`src/design/dds_ctrl_defs.vh`:
```
// constants for the synthesizer phase, amplitude and ram mode control block
// assumes inclusion by the design file of this block and by its test bench
`ifndef DDS_CTRL_DEFS_VH
`define DDS_CTRL_DEFS_VH
// =====================================================================
// register byte offsets on apb
`define OFS_CTRL       12'h000
`define OFS_TUNING     12'h004
`define OFS_PHASE      12'h008
`define OFS_AMPL       12'h00C
`define OFS_RAMPRATE   12'h010
`define OFS_SEG0       12'h014
`define OFS_SEG1       12'h018
`define OFS_SEG2       12'h01C
`define OFS_SEG3       12'h020
`define OFS_STATUS     12'h024
// =====================================================================
// control_function_reg_one field positions
`define CF_RAM_EN      31
`define CF_RAM_DEST    30
`define CF_LOAD_RR     26
`define CF_OSK_EN      25
`define CF_OSK_AUTO    24
`define CF_ACLR_SWEEP  14
`define CF_ACLR_PHASE  13
`define CF_CCLR_SWEEP  11
`define CF_CCLR_PHASE  10
// reset: phase accumulator clear set in active copy, buffer cleared
`define CTRL_ACTIVE_RST 32'h0000_0400
`define CTRL_BUF_RST    32'h0000_0000
// =====================================================================
// amplitude_scale_field layout
`define AMP_STEP_HI    15
`define AMP_STEP_LO    14
`define AMP_VAL_HI     13
`define SCALE_FULL     14'h3FFF
`define SCALE_ZERO     14'h0000
// =====================================================================
// ram_segment_control_word layout
`define SEG_FINAL_HI   29
`define SEG_FINAL_LO   20
`define SEG_BEGIN_HI   19
`define SEG_BEGIN_LO   10
`define SEG_MODE_HI    7
`define SEG_MODE_LO    5
// segment mode codes
`define MODE_DIRECT    3'h0
`define MODE_RAMPUP    3'h1
`define MODE_BIDIR     3'h2
`define MODE_CBIDIR    3'h3
`define MODE_RECIRC    3'h4
// =====================================================================
// ram word bits used as phase offset in phase keying
`define RAM_PHASE_HI   31
`define RAM_PHASE_LO   18
`define RAMP_TIMER_ONE 8'h01
`endif

```
`src/design/dds_phase_amp_ctrl.v`:
```
// phase offset selection, accumulator clears, shaped keying and ram mode decode
// assumes: apb master on i_mclk, external ram answering o_ram_addr combinationally
// into i_ram_word, host pins asynchronous to i_mclk
//
// Functional notes
// - phase offset from register or ram word
// - 14-bit word is linear fraction of turn
// - phase path delayed to match tuning word
// - two auto-clear and two continuous-clear bits
// - auto-clear zeroes accumulator on each update event
// - keying enable bit and auto/manual select bit
// - auto counter steps up/down with keying pin
// - scale factor unsigned, zero to full value
// - step size 1,2,4,8 from top bits
// - auto counter limited by amplitude scale value
// - ramp timer down counter reloads at one
// - load bit adds reload on update events
// - early reload on keying toggle, update, profile
// - reload when auto keying becomes active
// - manual keying uses amplitude scale directly
// - single tone uses tuning register after update
// - profile change or update restarts ram sweep
// - destination bit routes ram to tuning/phase
// - segment mode decode, invalid codes direct switch
// - direct switch reads only begin address
// - profile pins select one of four ram segment words
// - update copies buffered values to active
//
// Our own choices: register access over APB and the register addresses.
`timescale 1ns/100ps
`include "dds_ctrl_defs.vh"
module dds_phase_amp_ctrl #(
    // extra phase stages ahead of the output register
    parameter PHASE_DELAY = 1,
    // ram address width, begin field is cut to it
    parameter RAM_AW      = 10
) (
    input  wire              i_mclk,
    input  wire              i_rst,
    input  wire              i_psel,
    input  wire              i_penable,
    input  wire              i_pwrite,
    input  wire [11:0]       i_paddr,
    input  wire [31:0]       i_pwdata,
    output wire              o_pready,
    output wire [31:0]       o_prdata,
    output wire              o_pslverr,
    input  wire              i_io_update,
    input  wire              i_profile_select_low,
    input  wire              i_profile_select_high,
    input  wire              i_shaped_keying,
    input  wire [31:0]       i_ram_word,
    output reg  [RAM_AW-1:0] o_ram_addr,
    output reg  [31:0]       o_frequency_tuning_word,
    output reg  [13:0]       o_phase_offset_word,
    output reg  [13:0]       o_scale_factor,
    output reg               o_clear_phase_acc,
    output reg               o_clear_sweep_acc,
    output reg               o_sweep_start,
    output reg  [2:0]        o_ram_mode
);

    // =====================================================================
    // pin synchronisers
    reg  [1:0] upd_sync;
    reg  [1:0] psl_sync;
    reg  [1:0] psh_sync;
    reg  [1:0] osk_sync;
    reg        upd_prev;
    reg  [1:0] prof_prev;
    reg        osk_prev;
    wire [1:0] profile    = {psh_sync[1], psl_sync[1]};
    wire       upd_rise   = upd_sync[1] & ~upd_prev;
    wire       prof_chg   = (profile != prof_prev);
    wire       osk_toggle = (osk_sync[1] != osk_prev);
    wire       upd_event  = upd_rise | prof_chg;

    // two flops per pin, then edge history
    // edge flops reset to the idle low level of the pins
    always @(posedge i_mclk) begin
        if (i_rst) begin
            upd_sync  <= 2'h0;
            psl_sync  <= 2'h0;
            psh_sync  <= 2'h0;
            osk_sync  <= 2'h0;
            upd_prev  <= 1'b0;
            prof_prev <= 2'h0;
            osk_prev  <= 1'b0;
        end else begin
            upd_sync  <= {upd_sync[0], i_io_update};
            psl_sync  <= {psl_sync[0], i_profile_select_low};
            psh_sync  <= {psh_sync[0], i_profile_select_high};
            osk_sync  <= {osk_sync[0], i_shaped_keying};
            upd_prev  <= upd_sync[1];
            prof_prev <= profile;
            osk_prev  <= osk_sync[1];
        end
    end

    // =====================================================================
    // buffered and active registers
    reg [31:0] ctrl_buf;
    reg [31:0] tune_buf;
    reg [13:0] phase_buf;
    reg [15:0] amp_buf;
    reg [7:0]  rate_buf;
    reg [31:0] seg_buf [0:3];
    reg [31:0] control_function_reg_one;
    reg [31:0] static_tuning_reg;
    reg [13:0] static_phase_offset_reg;
    reg [15:0] amplitude_scale_register;
    reg [7:0]  ramp_rate_value;
    reg [31:0] ram_segment_control_word [0:3];

    wire apb_wr = i_psel & i_penable & i_pwrite;
    integer k;                                  // loop index of the buffer process
    integer n;                                  // loop index of the active copy process

    // apb writes land in the buffer only
    // status offset is read-only, writes there fall to default
    always @(posedge i_mclk) begin
        if (i_rst) begin
            ctrl_buf  <= `CTRL_BUF_RST;
            tune_buf  <= 32'h0000_0000;
            phase_buf <= 14'h0000;
            amp_buf   <= 16'h0000;
            rate_buf  <= 8'h00;
            for (k = 0; k < 4; k = k + 1)
                seg_buf[k] <= 32'h0000_0000;
        end else if (apb_wr) begin
            case (i_paddr)
                `OFS_CTRL:     ctrl_buf   <= i_pwdata;
                `OFS_TUNING:   tune_buf   <= i_pwdata;
                `OFS_PHASE:    phase_buf  <= i_pwdata[13:0];
                `OFS_AMPL:     amp_buf    <= i_pwdata[15:0];
                `OFS_RAMPRATE: rate_buf   <= i_pwdata[7:0];
                `OFS_SEG0:     seg_buf[0] <= i_pwdata;
                `OFS_SEG1:     seg_buf[1] <= i_pwdata;
                `OFS_SEG2:     seg_buf[2] <= i_pwdata;
                `OFS_SEG3:     seg_buf[3] <= i_pwdata;
                default:       ;
            endcase
        end
    end

    // update rising edge copies buffer to active
    // profile pin changes alone never copy the buffers
    always @(posedge i_mclk) begin
        if (i_rst) begin
            control_function_reg_one <= `CTRL_ACTIVE_RST;
            static_tuning_reg        <= 32'h0000_0000;
            static_phase_offset_reg  <= 14'h0000;
            amplitude_scale_register <= 16'h0000;
            ramp_rate_value          <= 8'h00;
            for (n = 0; n < 4; n = n + 1)
                ram_segment_control_word[n] <= 32'h0000_0000;
        end else if (upd_rise) begin
            control_function_reg_one <= ctrl_buf;
            static_tuning_reg        <= tune_buf;
            static_phase_offset_reg  <= phase_buf;
            amplitude_scale_register <= amp_buf;
            ramp_rate_value          <= rate_buf;
            for (n = 0; n < 4; n = n + 1)
                ram_segment_control_word[n] <= seg_buf[n];
        end
    end

    // =====================================================================
    // control field decode
    wire ram_en   = control_function_reg_one[`CF_RAM_EN];
    wire ram_dest = control_function_reg_one[`CF_RAM_DEST];
    wire load_rr  = control_function_reg_one[`CF_LOAD_RR];
    wire osk_en   = control_function_reg_one[`CF_OSK_EN];
    wire osk_auto = control_function_reg_one[`CF_OSK_AUTO];
    wire aclr_sw  = control_function_reg_one[`CF_ACLR_SWEEP];
    wire aclr_ph  = control_function_reg_one[`CF_ACLR_PHASE];
    wire cclr_sw  = control_function_reg_one[`CF_CCLR_SWEEP];
    wire cclr_ph  = control_function_reg_one[`CF_CCLR_PHASE];

    wire [31:0] cur_seg   = ram_segment_control_word[profile];
    wire [2:0]  raw_mode  = cur_seg[`SEG_MODE_HI:`SEG_MODE_LO];
    wire [RAM_AW-1:0] seg_begin = cur_seg[`SEG_BEGIN_LO+RAM_AW-1:`SEG_BEGIN_LO];
    reg  [2:0]  dec_mode;

    // segment mode decode, unknown codes fall to direct switch
    always @* begin
        case (raw_mode)
            `MODE_RAMPUP: dec_mode = `MODE_RAMPUP;
            `MODE_BIDIR:  dec_mode = `MODE_BIDIR;
            `MODE_CBIDIR: dec_mode = `MODE_CBIDIR;
            `MODE_RECIRC: dec_mode = `MODE_RECIRC;
            default:      dec_mode = `MODE_DIRECT;
        endcase
    end

    // =====================================================================
    // ram address, mode and sweep restart
    // restart waits one cycle so an update edge sees the fresh segment words
    reg evt_late;

    always @(posedge i_mclk) begin
        if (i_rst) begin
            evt_late      <= 1'b0;
            o_ram_addr    <= {RAM_AW{1'b0}};
            o_ram_mode    <= `MODE_DIRECT;
            o_sweep_start <= 1'b0;
        end else begin
            evt_late      <= upd_event;
            o_ram_mode    <= dec_mode;
            o_sweep_start <= ram_en & evt_late;
            // direct switch holds begin address, sweeps reload it on events
            if (dec_mode == `MODE_DIRECT || evt_late)
                o_ram_addr <= seg_begin;
        end
    end

    // =====================================================================
    // tuning word and phase offset sources with matched latency
    wire        ram_to_freq = ram_en & ~ram_dest;
    wire        ram_to_phase = ram_en & ram_dest;
    wire [13:0] phase_src = ram_to_phase ? i_ram_word[`RAM_PHASE_HI:`RAM_PHASE_LO]
                                         : static_phase_offset_reg;
    localparam                    PW = 14;                       // phase offset word width
    wire [PW*(PHASE_DELAY+1)-1:0] phase_taps;

    // tap 0 is the selected source, each stage feeds the next tap
    assign phase_taps[PW-1:0] = phase_src;

    genvar g;
    generate
        for (g = 0; g < PHASE_DELAY; g = g + 1) begin : g_phase_dly
            reg [PW-1:0] stage;

            // delay stage matching the tuning word register
            always @(posedge i_mclk) begin
                if (i_rst)
                    stage <= {PW{1'b0}};
                else
                    stage <= phase_taps[PW*g +: PW];
            end

            assign phase_taps[PW*(g+1) +: PW] = stage;
        end
    endgenerate

    // word output as fraction of full turn over 2^14
    always @(posedge i_mclk) begin
        if (i_rst) begin
            o_frequency_tuning_word <= 32'h0000_0000;
            o_phase_offset_word     <= 14'h0000;
        end else begin
            o_frequency_tuning_word <= ram_to_freq ? i_ram_word : static_tuning_reg;
            o_phase_offset_word     <= phase_taps[PW*PHASE_DELAY +: PW];
        end
    end

    // =====================================================================
    // accumulator clears: continuous level or one pulse per event
    // continuous clear wins as a level over the auto pulse
    always @(posedge i_mclk) begin
        if (i_rst) begin
            o_clear_phase_acc <= 1'b1;
            o_clear_sweep_acc <= 1'b0;
        end else begin
            o_clear_phase_acc <= cclr_ph | (aclr_ph & upd_event);
            o_clear_sweep_acc <= cclr_sw | (aclr_sw & upd_event);
        end
    end

    // =====================================================================
    // shaped keying ramp timer and scale counter
    wire        auto_on  = osk_en & osk_auto;
    reg         auto_prev;
    reg  [7:0]  ramp_timer;
    reg  [13:0] scale_cnt;
    wire [13:0] limit    = amplitude_scale_register[`AMP_VAL_HI:0];
    wire [1:0]  step_sel = amplitude_scale_register[`AMP_STEP_HI:`AMP_STEP_LO];
    wire [14:0] step     = 15'h0001 << step_sel;
    wire [14:0] up_sum   = {1'b0, scale_cnt} + step;
    wire        tick     = auto_on && (ramp_timer <= `RAMP_TIMER_ONE);
    wire        early_ld = osk_toggle | upd_rise | prof_chg
                         | (load_rr & upd_event)
                         | (auto_on & ~auto_prev);

    // timer counts down and reloads at one or on early load
    // reload value is the 8-bit ramp rate, not the scale limit
    always @(posedge i_mclk) begin
        if (i_rst) begin
            ramp_timer <= 8'h00;
            auto_prev  <= 1'b0;
        end else begin
            auto_prev <= auto_on;
            if (early_ld || tick)
                ramp_timer <= ramp_rate_value;
            else if (auto_on)
                ramp_timer <= ramp_timer - 8'h01;
        end
    end

    // counter steps with keying pin, clamped to zero and limit
    always @(posedge i_mclk) begin
        if (i_rst) begin
            scale_cnt <= `SCALE_ZERO;
        end else if (tick && !early_ld) begin
            if (osk_sync[1]) begin
                if (up_sum > {1'b0, limit})
                    scale_cnt <= limit;
                else
                    scale_cnt <= up_sum[13:0];
            end else begin
                if ({1'b0, scale_cnt} < step)
                    scale_cnt <= `SCALE_ZERO;
                else
                    scale_cnt <= scale_cnt - step[13:0];
            end
        end
    end

    // unsigned multiplier factor to the datapath
    always @(posedge i_mclk) begin
        if (i_rst)
            o_scale_factor <= `SCALE_FULL;
        else if (!osk_en)
            o_scale_factor <= `SCALE_FULL;
        else if (osk_auto)
            o_scale_factor <= scale_cnt;
        else
            o_scale_factor <= limit;
    end

    // =====================================================================
    // apb read mux, zero wait, error on unmapped
    reg [31:0] rd_mux;
    reg        rd_hit;

    // buffered values read back, status shows live state
    always @* begin
        rd_hit = 1'b1;
        case (i_paddr)
            `OFS_CTRL:     rd_mux = ctrl_buf;
            `OFS_TUNING:   rd_mux = tune_buf;
            `OFS_PHASE:    rd_mux = {18'h00000, phase_buf};
            `OFS_AMPL:     rd_mux = {16'h0000, amp_buf};
            `OFS_RAMPRATE: rd_mux = {24'h000000, rate_buf};
            `OFS_SEG0:     rd_mux = seg_buf[0];
            `OFS_SEG1:     rd_mux = seg_buf[1];
            `OFS_SEG2:     rd_mux = seg_buf[2];
            `OFS_SEG3:     rd_mux = seg_buf[3];
            `OFS_STATUS:   rd_mux = {13'h0000, profile, o_ram_mode, scale_cnt};
            default: begin
                rd_mux = 32'h0000_0000;
                rd_hit = 1'b0;
            end
        endcase
    end

    reg [31:0] prdata;

    // pready tied high, every access ends in its first access cycle
    assign o_pready  = 1'b1;
    assign o_prdata  = prdata;
    assign o_pslverr = i_psel & i_penable & ~rd_hit;

    // read data registered in setup phase
    always @(posedge i_mclk) begin
        if (i_rst)
            prdata <= 32'h0000_0000;
        else if (i_psel && !i_penable && !i_pwrite)
            prdata <= rd_mux;
    end

endmodule

```
`config.mk`:
```
export PLATFORM = sky130hd
export DESIGN_NAME = dds_phase_amp_ctrl
export DESIGN_NICKNAME = d
export VERILOG_FILES = /design/src/design/dds_phase_amp_ctrl.v
export VERILOG_INCLUDE_DIRS = /design/src /design/src/design
export SDC_FILE = /design/constraint.sdc
export NUM_CORES = 1
export LEC_CHECK = 0
export BUFFER_PORTS_ARGS = -buffer_cell sky130_fd_sc_hd__buf_2
export CORE_UTILIZATION = 50
export CTS_BUF_LIST = sky130_fd_sc_hd__clkbuf_2 sky130_fd_sc_hd__clkbuf_4 sky130_fd_sc_hd__clkbuf_8
export DETAILED_ROUTE_END_ITERATION = 8
export PLACE_DENSITY = 0.78
export RECOVER_POWER = 50
export SYNTH_ARGS = -nofsm -noshare
export SYNTH_HDL_FRONTEND = slang
export SYNTH_SLANG_ARGS = --single-unit
```
`constraint.sdc`:
```
create_clock -name i_mclk -period 11.55 [get_ports i_mclk]
set_input_delay 1.7325 -clock i_mclk [delete_from_list [all_inputs] [get_ports i_mclk]]
set_output_delay 1.7325 -clock i_mclk [all_outputs]
set_load 0.02 [all_outputs]
```
== Word-level counts from Yosys, hierarchy flattened ==
Memories as Yosys holds them, arrays and structs flattened. A register that Yosys moved wholly into a read port is not among the register bits.
Cells that the tools add are included.

* Register bits after elaboration: 362
* RAM bits: 256
* Bits of input ports: 85
* Output and inout port bits: 110
* Logic and storage cells: 147
* Memories kept: 2

* Add/sub/neg operators: 3
* Order comparisons: 3
* Equality and inequality tests: 15
* Shifts and indexed selects: 1
* Multiplexer cells: 41
* Bitwise logic cells: 32
* Reduce and logical (&&, ||, !) cells: 19

{| class="wikitable"
|+ Memory list
! name !! depth !! width !! read ports !! clocked after memory_dff !! wr ports !! RTL line !! source
|-
| ram_segment_control_word || 4 || 32 || 1 || 1 || 4 || dds_phase_amp_ctrl.v:113 || <nowiki>reg [31:0] ram_segment_control_word [0:3];</nowiki>
|-
| seg_buf || 4 || 32 || 4 || 0 || 4 || dds_phase_amp_ctrl.v:107 || <nowiki>reg [31:0] seg_buf [0:3];</nowiki>
|}

{| class="wikitable"
|+ Operators by type and width
! cell !! number
|-
| $pmux W32 S10 || 1
|-
| $mux W32 || 9
|-
| $mux W14 || 5
|-
| $eq A12 B5 Y1 const B || 4
|-
| $eq A12 B4 Y1 const B || 2
|-
| $eq A12 B6 Y1 const B || 2
|-
| $mux W1 || 22
|-
| $mux W8 || 2
|-
| $add A14 B15 Y15 || 1
|-
| $gt A15 B14 Y1 || 1
|-
| $lt A14 B15 Y1 || 1
|-
| $or A1 B1 Y1 || 15
|-
| $shl A1 B2 Y15 const A || 1
|-
| $sub A14 B14 Y14 || 1
|-
| $and A1 B1 Y1 || 12
|-
| $eq A12 B3 Y1 const B || 1
|-
| $logic_not A12 Y1 || 1
|-
| $pmux W3 S4 || 1
|-
| $reduce_and A2 Y1 || 5
|-
| $reduce_or A10 Y1 || 1
|-
| $le A8 B1 Y1 const B || 1
|-
| $sub A8 B1 Y8 const B || 1
|-
| $eq A3 B2 Y1 const B || 2
|-
| $not A1 Y1 || 5
|-
| other kinds (11) || 17
|}

== Depth between registers and ports, before layout ==
Gate-level depths: netlist of run 1.

* Depth in word-level cells: 8
* Depth in mapped cells: 16
* Mapped depth without buffers: 15

== Worst setup path before layout of run 1 ==
OpenSTA, ideal clock, no wires.

* Path type: in2out
* From: in i_paddr[4]
* To: out o_pslverr
* Data arrival time: 2.916 ns
* Required time: 9.818 ns
* Path slack: 6.902 ns
* Stages: 5
* Buffers on the path: 2
* Path through: buf_2 > buf_1 > o21ai_0 > nand3_1 > and3_1

* Word-level cells in the longest chain between the ends: 5
* Elaborated cells on any way between the ends: 14
* Classes of those cells: eq/ne (9); mux (1); bitwise (2); reduce/logical (2)

{| class="wikitable"
|+ Ends and longest elaborated chain
! what !! RTL line !! source
|-
| from (decl) || dds_phase_amp_ctrl.v:43 || <nowiki>input wire [11:0] i_paddr,</nowiki>
|-
| $eq A12 B6 Y1, or another cell as far along || dds_phase_amp_ctrl.v:339 || <nowiki>case (i_paddr)</nowiki>
|-
| $reduce_or A10 Y1 (no line) (*) || n/a ||
|-
| $mux W1 (*) || dds_phase_amp_ctrl.v:339 ||
|-
| $not A1 Y1 (*) || dds_phase_amp_ctrl.v:362 || <nowiki>assign o_pslverr = i_psel & i_penable & ~rd_hit;</nowiki>
|-
| $and A1 B1 Y1 (*) || dds_phase_amp_ctrl.v:362 ||
|-
| to (decl) || dds_phase_amp_ctrl.v:47 || <nowiki>output wire o_pslverr,</nowiki>
|}

Every way passes the cells marked *; elsewhere a longest branch is shown, timed or not.

==> flow_summary.toml, run 1 <==
[synth]
yosysSeqAreaShare_pct = 55.5
synthArstFlopShare_pct = 0
syn-num-nets = 2251
synth-warning-count = 0
synth_edf_count = 180
synth_area_um2 = 21900
yosys_register_bits = 518
synth.distinct_cells = 79
synthFlopType = "dfxtp_1"
netlist_instances = 2140
synth.avg_cell_area_um2 = 10.3

[setup_path]
critPathTopFamily = "buffers and inverters"
startpoint_type = "input pin"
worst_setup_path_end_kind = "register"
worstSetupPathType = "input pin to register"
crit_top_cell = "buf_4"
path_cells = "clkbuf_1, buf_4, nor2_4, buf_4, inv_2, buf_4"
cp_max_fo = 105
crit_required_ns = 11.84
cpPeakStageDelay_ns = 3.30
path_buf_inv = 5
cp.arrival_ns = 7.39
worst_path_max_delay_cell = "clkbuf_1"

[routing]
antenna_left = 0
remaining_drc_errors = 0
wl_um = 67700
vias = 17600
drt-pass1-iter-count = 7
vias_per_cell = 5.95
avgRoutedWirePerCell_um = 22.9
initialDrtViolationCount = 1807

[finish]
top_regs = "seg_buf x128, ram_segment_control_word x52"
final_area_um2 = 24700
syn_to_final_growth_pct = 12.7
drive_gt1_share_pct = 13.2
layout_common_cells = "nand2_1, dfxtp_1, a21oi_1"
largest_register = "seg_buf"
fin_nets = 2402
final_core_util_pct = 57.3
layout_commonest_cell = "nand2_1"
largest_reg_flops = 128
fin_cells = 2952

[pwr]
power.density_nw_per_um2 = 154
combPwrFrac_pct = 5.4
intPower_mw = 2.89
switching_share_pct = 24.1
ir_drop_uv = 86.8
seq_power_share_pct = 51.5
p_sw_mw = 0.915
total_power_mw = 3.80
p_leak_nw = 8.88
clkPwrFrac_pct = 43.1

[placed_design]
place_congestion = 0.957
place_area_um2 = 23200
io_buffers = 193
place_inst = 2789
dp_hpwl_um = 46300
pre_cts_ws_ns = 6.29

[clock_tree]
clk_pin_slew_ns = 0.06
postCtsHoldBufs = 0
cts_resized = 0
cts-root-buf = "clkbuf_8"
cts_tree = "done"
cts_setup_buffers = 0
cts_buffer_depth = 3
cts.sinks = 518
h-tree-depth = 3
clk_latency_ns = 0.68
numCtsBuffers = 85

[sta]
rsz0062_at_grt = "false"
hold_violations = 0
worst_slack_ns = 4.45
drv_slew = 150
hold_ws_ns = 0.435
setup_tns_ns = 0
fmax_ghz = 0.141
max-slew-margin-rel_pct = -224
setup_violations = 0
skew_ns = 0.0222
fin_crit_sh_pct = 61.5
post-route-min-period_ns = 7.10
worst_pin_slew_ns = 4.85

[global_route]
top_usage_layer = "met2"
grt_start_max_net_pins = 106
met2_usage_pct = 48.7
grt_pass1_wl_um = 101000
use_met1_pct = 38.1
grt-ovfl-total = 0
grt_use_met3_pct = 6.28
grt_pass1_vias = 16800
antenna_found_initial = 6
track_usage_pct = 30.1

[die]
start_util_pct = 50.8
die_x_um = 212
core.rowCount = 76
dieHeight_um = 212
io_pins = 195
die-area_um2 = 44700
coreArea_um2 = 43200

[worst_hold_path]
hp-class = "register to register"

[status]
violations = "max-capacitance violations, max-slew violations"
status = "complete, but fails checks"

[flow_run]
cap_violations = 2
## power by group through the flow
stage                     clock (mW)  combinational [mW]  sequential [mW]
after detailed placement           0               0.204             2.00
final                           1.64               0.206             1.96
after global placement             0               0.199             1.99
after global routing            1.74               0.218             1.96
after floorplan                    0               0.116             2.00
after CTS                       1.65               0.205             1.96
## per-layer routing
metal / share of wire, % / up-vias
li1: - / 7928
met1: 39 / 8516
met2: 47 / 935
met3: 9.0 / 187
met4: 4.8 / 0
met5: 0 / -
## final cells by class
cell class	instances	area, um^2
clock inverters	29	213
repair buffers	218	1010
flip-flops and latches	518	12200
inverters	33	124
clock buffers	127	1520
well taps	585	732
multi-input cells	1435	8950
fillers	3716	18400
diodes	7	17.5
## cell families after synthesis
group | Yosys count | synth area share [%]
other | 1 | 0.0171
xor gates and xnor gates | 22 | 0.878
and+or+nand+nor | 801 | 18.1
DFF | 518 | 55.5
AOI/OAI and AO/OA | 481 | 14.5
buffers and inverters | 187 | 3.92
muxes | 104 | 5.53
adders and majority gates | 26 | 1.55
## synth_stat cells, drive strengths merged (4+ instances only)
master	instances	area share (%)
o22ai	14	0.40
o221ai	5	0.20
buf	32	0.77
a311oi	5	0.20
xnor2	13	0.52
o32ai	5	0.20
a211o	4	0.16
a22oi	16	0.55
nand3	34	0.78
mux2i	83	3.8
and2	187	5.3
clkbuf	122	2.6
a22o	68	2.7
and3	7	0.20
nand2b	6	0.17
nor2	79	1.4
nor4	14	0.60
a21o	12	0.42
a211oi	23	0.79
a221oi	17	0.68
nor2b	34	0.97
o211ai	17	0.58
mux4	13	1.3
a222oi	8	0.36
xor2	9	0.36
nand2	363	6.2
inv	33	0.56
dfxtp	338	31
or4	6	0.24
or3	10	0.32
a31oi	16	0.46
nand4	9	0.26
a21oi	184	4.2
o21bai	9	0.31
edfxtp	180	25
a221o	5	0.23
nor3	33	0.87
nor3b	5	0.24
ha	24	1.4
mux2	8	0.41
o21a	10	0.34
o21ai	50	1.1
## path summary, 6_finish.rpt
path	depth (start not counted)	end	start	slack [ns]
hold reg to reg	1	osk_sync[1]	osk_sync[0]	0.43
setup reg to reg	13	scale_cnt[1]	amplitude_scale_register[15]	6.88
hold / removal	1	osk_sync[1]	osk_sync[0]	0.43
setup / recovery	6	ram_segment_control_word[1][17]	i_rst	4.45
Note: power is estimated with default switching activity, not from simulation.
==> inputs of run 2 (changes only) <==
- PLACE_DENSITY: 0.78 -> 0.8
- clock period: 11.55 -> 6.05 ns (I/O delays scaled with it)
==> flow_summary.toml, run 2 (synthesized netlist as in run 1, its figures left out) <==
[status]
status = "complete, but fails checks"
violations = "max-capacitance violations, max-slew violations"

[sta]
fmax_ghz = 0.213
post-route-min-period_ns = 4.69
fin_crit_sh_pct = 77.5
hold_violations = 0
skew_ns = 0.0545
max-slew-margin-rel_pct = -145
worst_slack_ns = 1.36
rsz0062_at_grt = "false"
drv_slew = 352
worst_pin_slew_ns = 3.67
setup_tns_ns = 0
setup_violations = 0

[placed_design]
place_congestion = 0.973
pre_cts_ws_ns = 1.70
place_area_um2 = 23300
io_buffers = 193
dp_hpwl_um = 47000

[setup_path]
worstSetupPathType = "input pin to register"
reg2reg_slack_ns = 1.74
cp.arrival_ns = 5.21
worst_setup_path_end_kind = "register"
reg2reg_depth = 13
cpPeakStageDelay_ns = 1.44
startpoint_type = "input pin"
r2r_start = "amplitude_scale_register[15]"
path_buf_inv = 2
worst_path_max_delay_cell = "nor4_1"
cp.depth = 7
reg2reg_to = "scale_cnt[5]"
crit_required_ns = 6.58
critPathTopFamily = "simple AND/OR/NAND/NOR gates"
path_cells = "clkbuf_1, nor4_1, nand2_1, nor3_2, buf_4, nor3b_4, and2_1"
cp_max_fo = 32

[finish]
layout_common_cells = "nand2_1, dfxtp_1, a21oi_1"
top_regs = "seg_buf x128, ram_segment_control_word x52"
layout_commonest_cell = "nand2_1"
syn_to_final_growth_pct = 13.2
regArea_um2 = 12200
largest_reg_flops = 128
fin_nets = 2413
final_area_um2 = 24800
drive_gt1_share_pct = 13.2
largest_register = "seg_buf"
nFillCells = 3747
multi_input_area_um2 = 8940

[flow_run]
cap_violations = 6

[global_route]
track_usage_pct = 30.2
antenna_found_initial = 4
grt-ovfl-total = 0
grt_pass1_wl_um = 102000
grt_start_max_net_pins = 112
grt_pass1_vias = 17100

[pwr]
power.density_nw_per_um2 = 296
p_leak_nw = 8.93
ir_drop_uv = 185

[routing]
antenna_left = 0
vias_per_cell = 5.96
wl_um = 67900
vias = 17600
drt-pass1-iter-count = 5
remaining_drc_errors = 0
initialDrtViolationCount = 1824
avgRoutedWirePerCell_um = 23.0

[worst_hold_path]
hp-class = "register to register"
hp-start = "g_phase_dly[0].stage[5]"
whs_endpoint = "o_phase_offset_word[5]"
holdPathStages = 1

[die]
coreArea_um2 = 43200
io_pins = 195
die-area_um2 = 44700
die_x_um = 212
dieHeight_um = 212
core.rowCount = 76
start_util_pct = 50.8

[clock_tree]
cts_resized = 0
cts-root-buf = "clkbuf_8"
h-tree-depth = 3
cts.sinks = 518
postCtsHoldBufs = 0
clk_pin_slew_ns = 0.06
numCtsBuffers = 83
cts_setup_buffers = 0
cts_tree = "done"
clk_latency_ns = 0.68
cts_buffer_depth = 3
==> run 2: final cells by class <==
type / instances / area share (%)
Clock inverter: 29 / 1.11
Tap cell: 585 / 2.95
Antenna cell: 2 / 0.0201
Clock buffer: 122 / 6.08
Multi-Input combinational cell: 1435 / 36.0
Inverter: 33 / 0.499
Timing Repair Buffer: 231 / 4.36
Sequential cell: 518 / 49.0
==> run 2: report_power, final <==
part / total (mW) / leakage (nW) / internal (mW) / switching, mW
sequential: 3.74 / 4.48 / 3.69 / 0.0488
combinational: 0.391 / 3.51 / 0.120 / 0.270
clock: 3.22 / 0.936 / 1.79 / 1.43
total: 7.35 / 8.93 / 5.60 / 1.75
==> run 2: metrics by stage <==
step | hold WS (ns) | total power [mW] | instances | util [%]
2_1_floorplan | 0.414 | 4.03 | 2140 | -
3_3_place_gp | 0.420 | 4.19 | 2802 | 53.9
3_5_place_dp | 0.424 | 4.20 | 2802 | 53.9
4_1_cts | 0.438 | 7.37 | 2953 | 58.0
5_1_grt | 0.445 | 7.55 | 2954 | 57.5
6_report | 0.436 | 7.35 | 2955 | 57.5
==> run 2: routing by layer <==
metal	track usage, %	wire, um	up-vias
met1	38.2	26400	8541
met3	6.29	6030	226
met5	0	26	-
met4	17.4	3890	4
li1	-	-	7930
met2	47.9	31500	903
==> run 2: how the worst max path moves through the flow <==
stage,startpoint,to,slack (ns)
after global placement,i_paddr[4],seg_buf[1][11],1.78
final,i_paddr[9],seg_buf[1][9],1.36
after CTS,amplitude_scale_register[15],scale_cnt[5],1.88
after detailed placement,i_paddr[4],seg_buf[1][4],1.70
after global routing,i_rst,amplitude_scale_register[12],1.20
after floorplan,amplitude_scale_register[15],scale_cnt[3],2.43
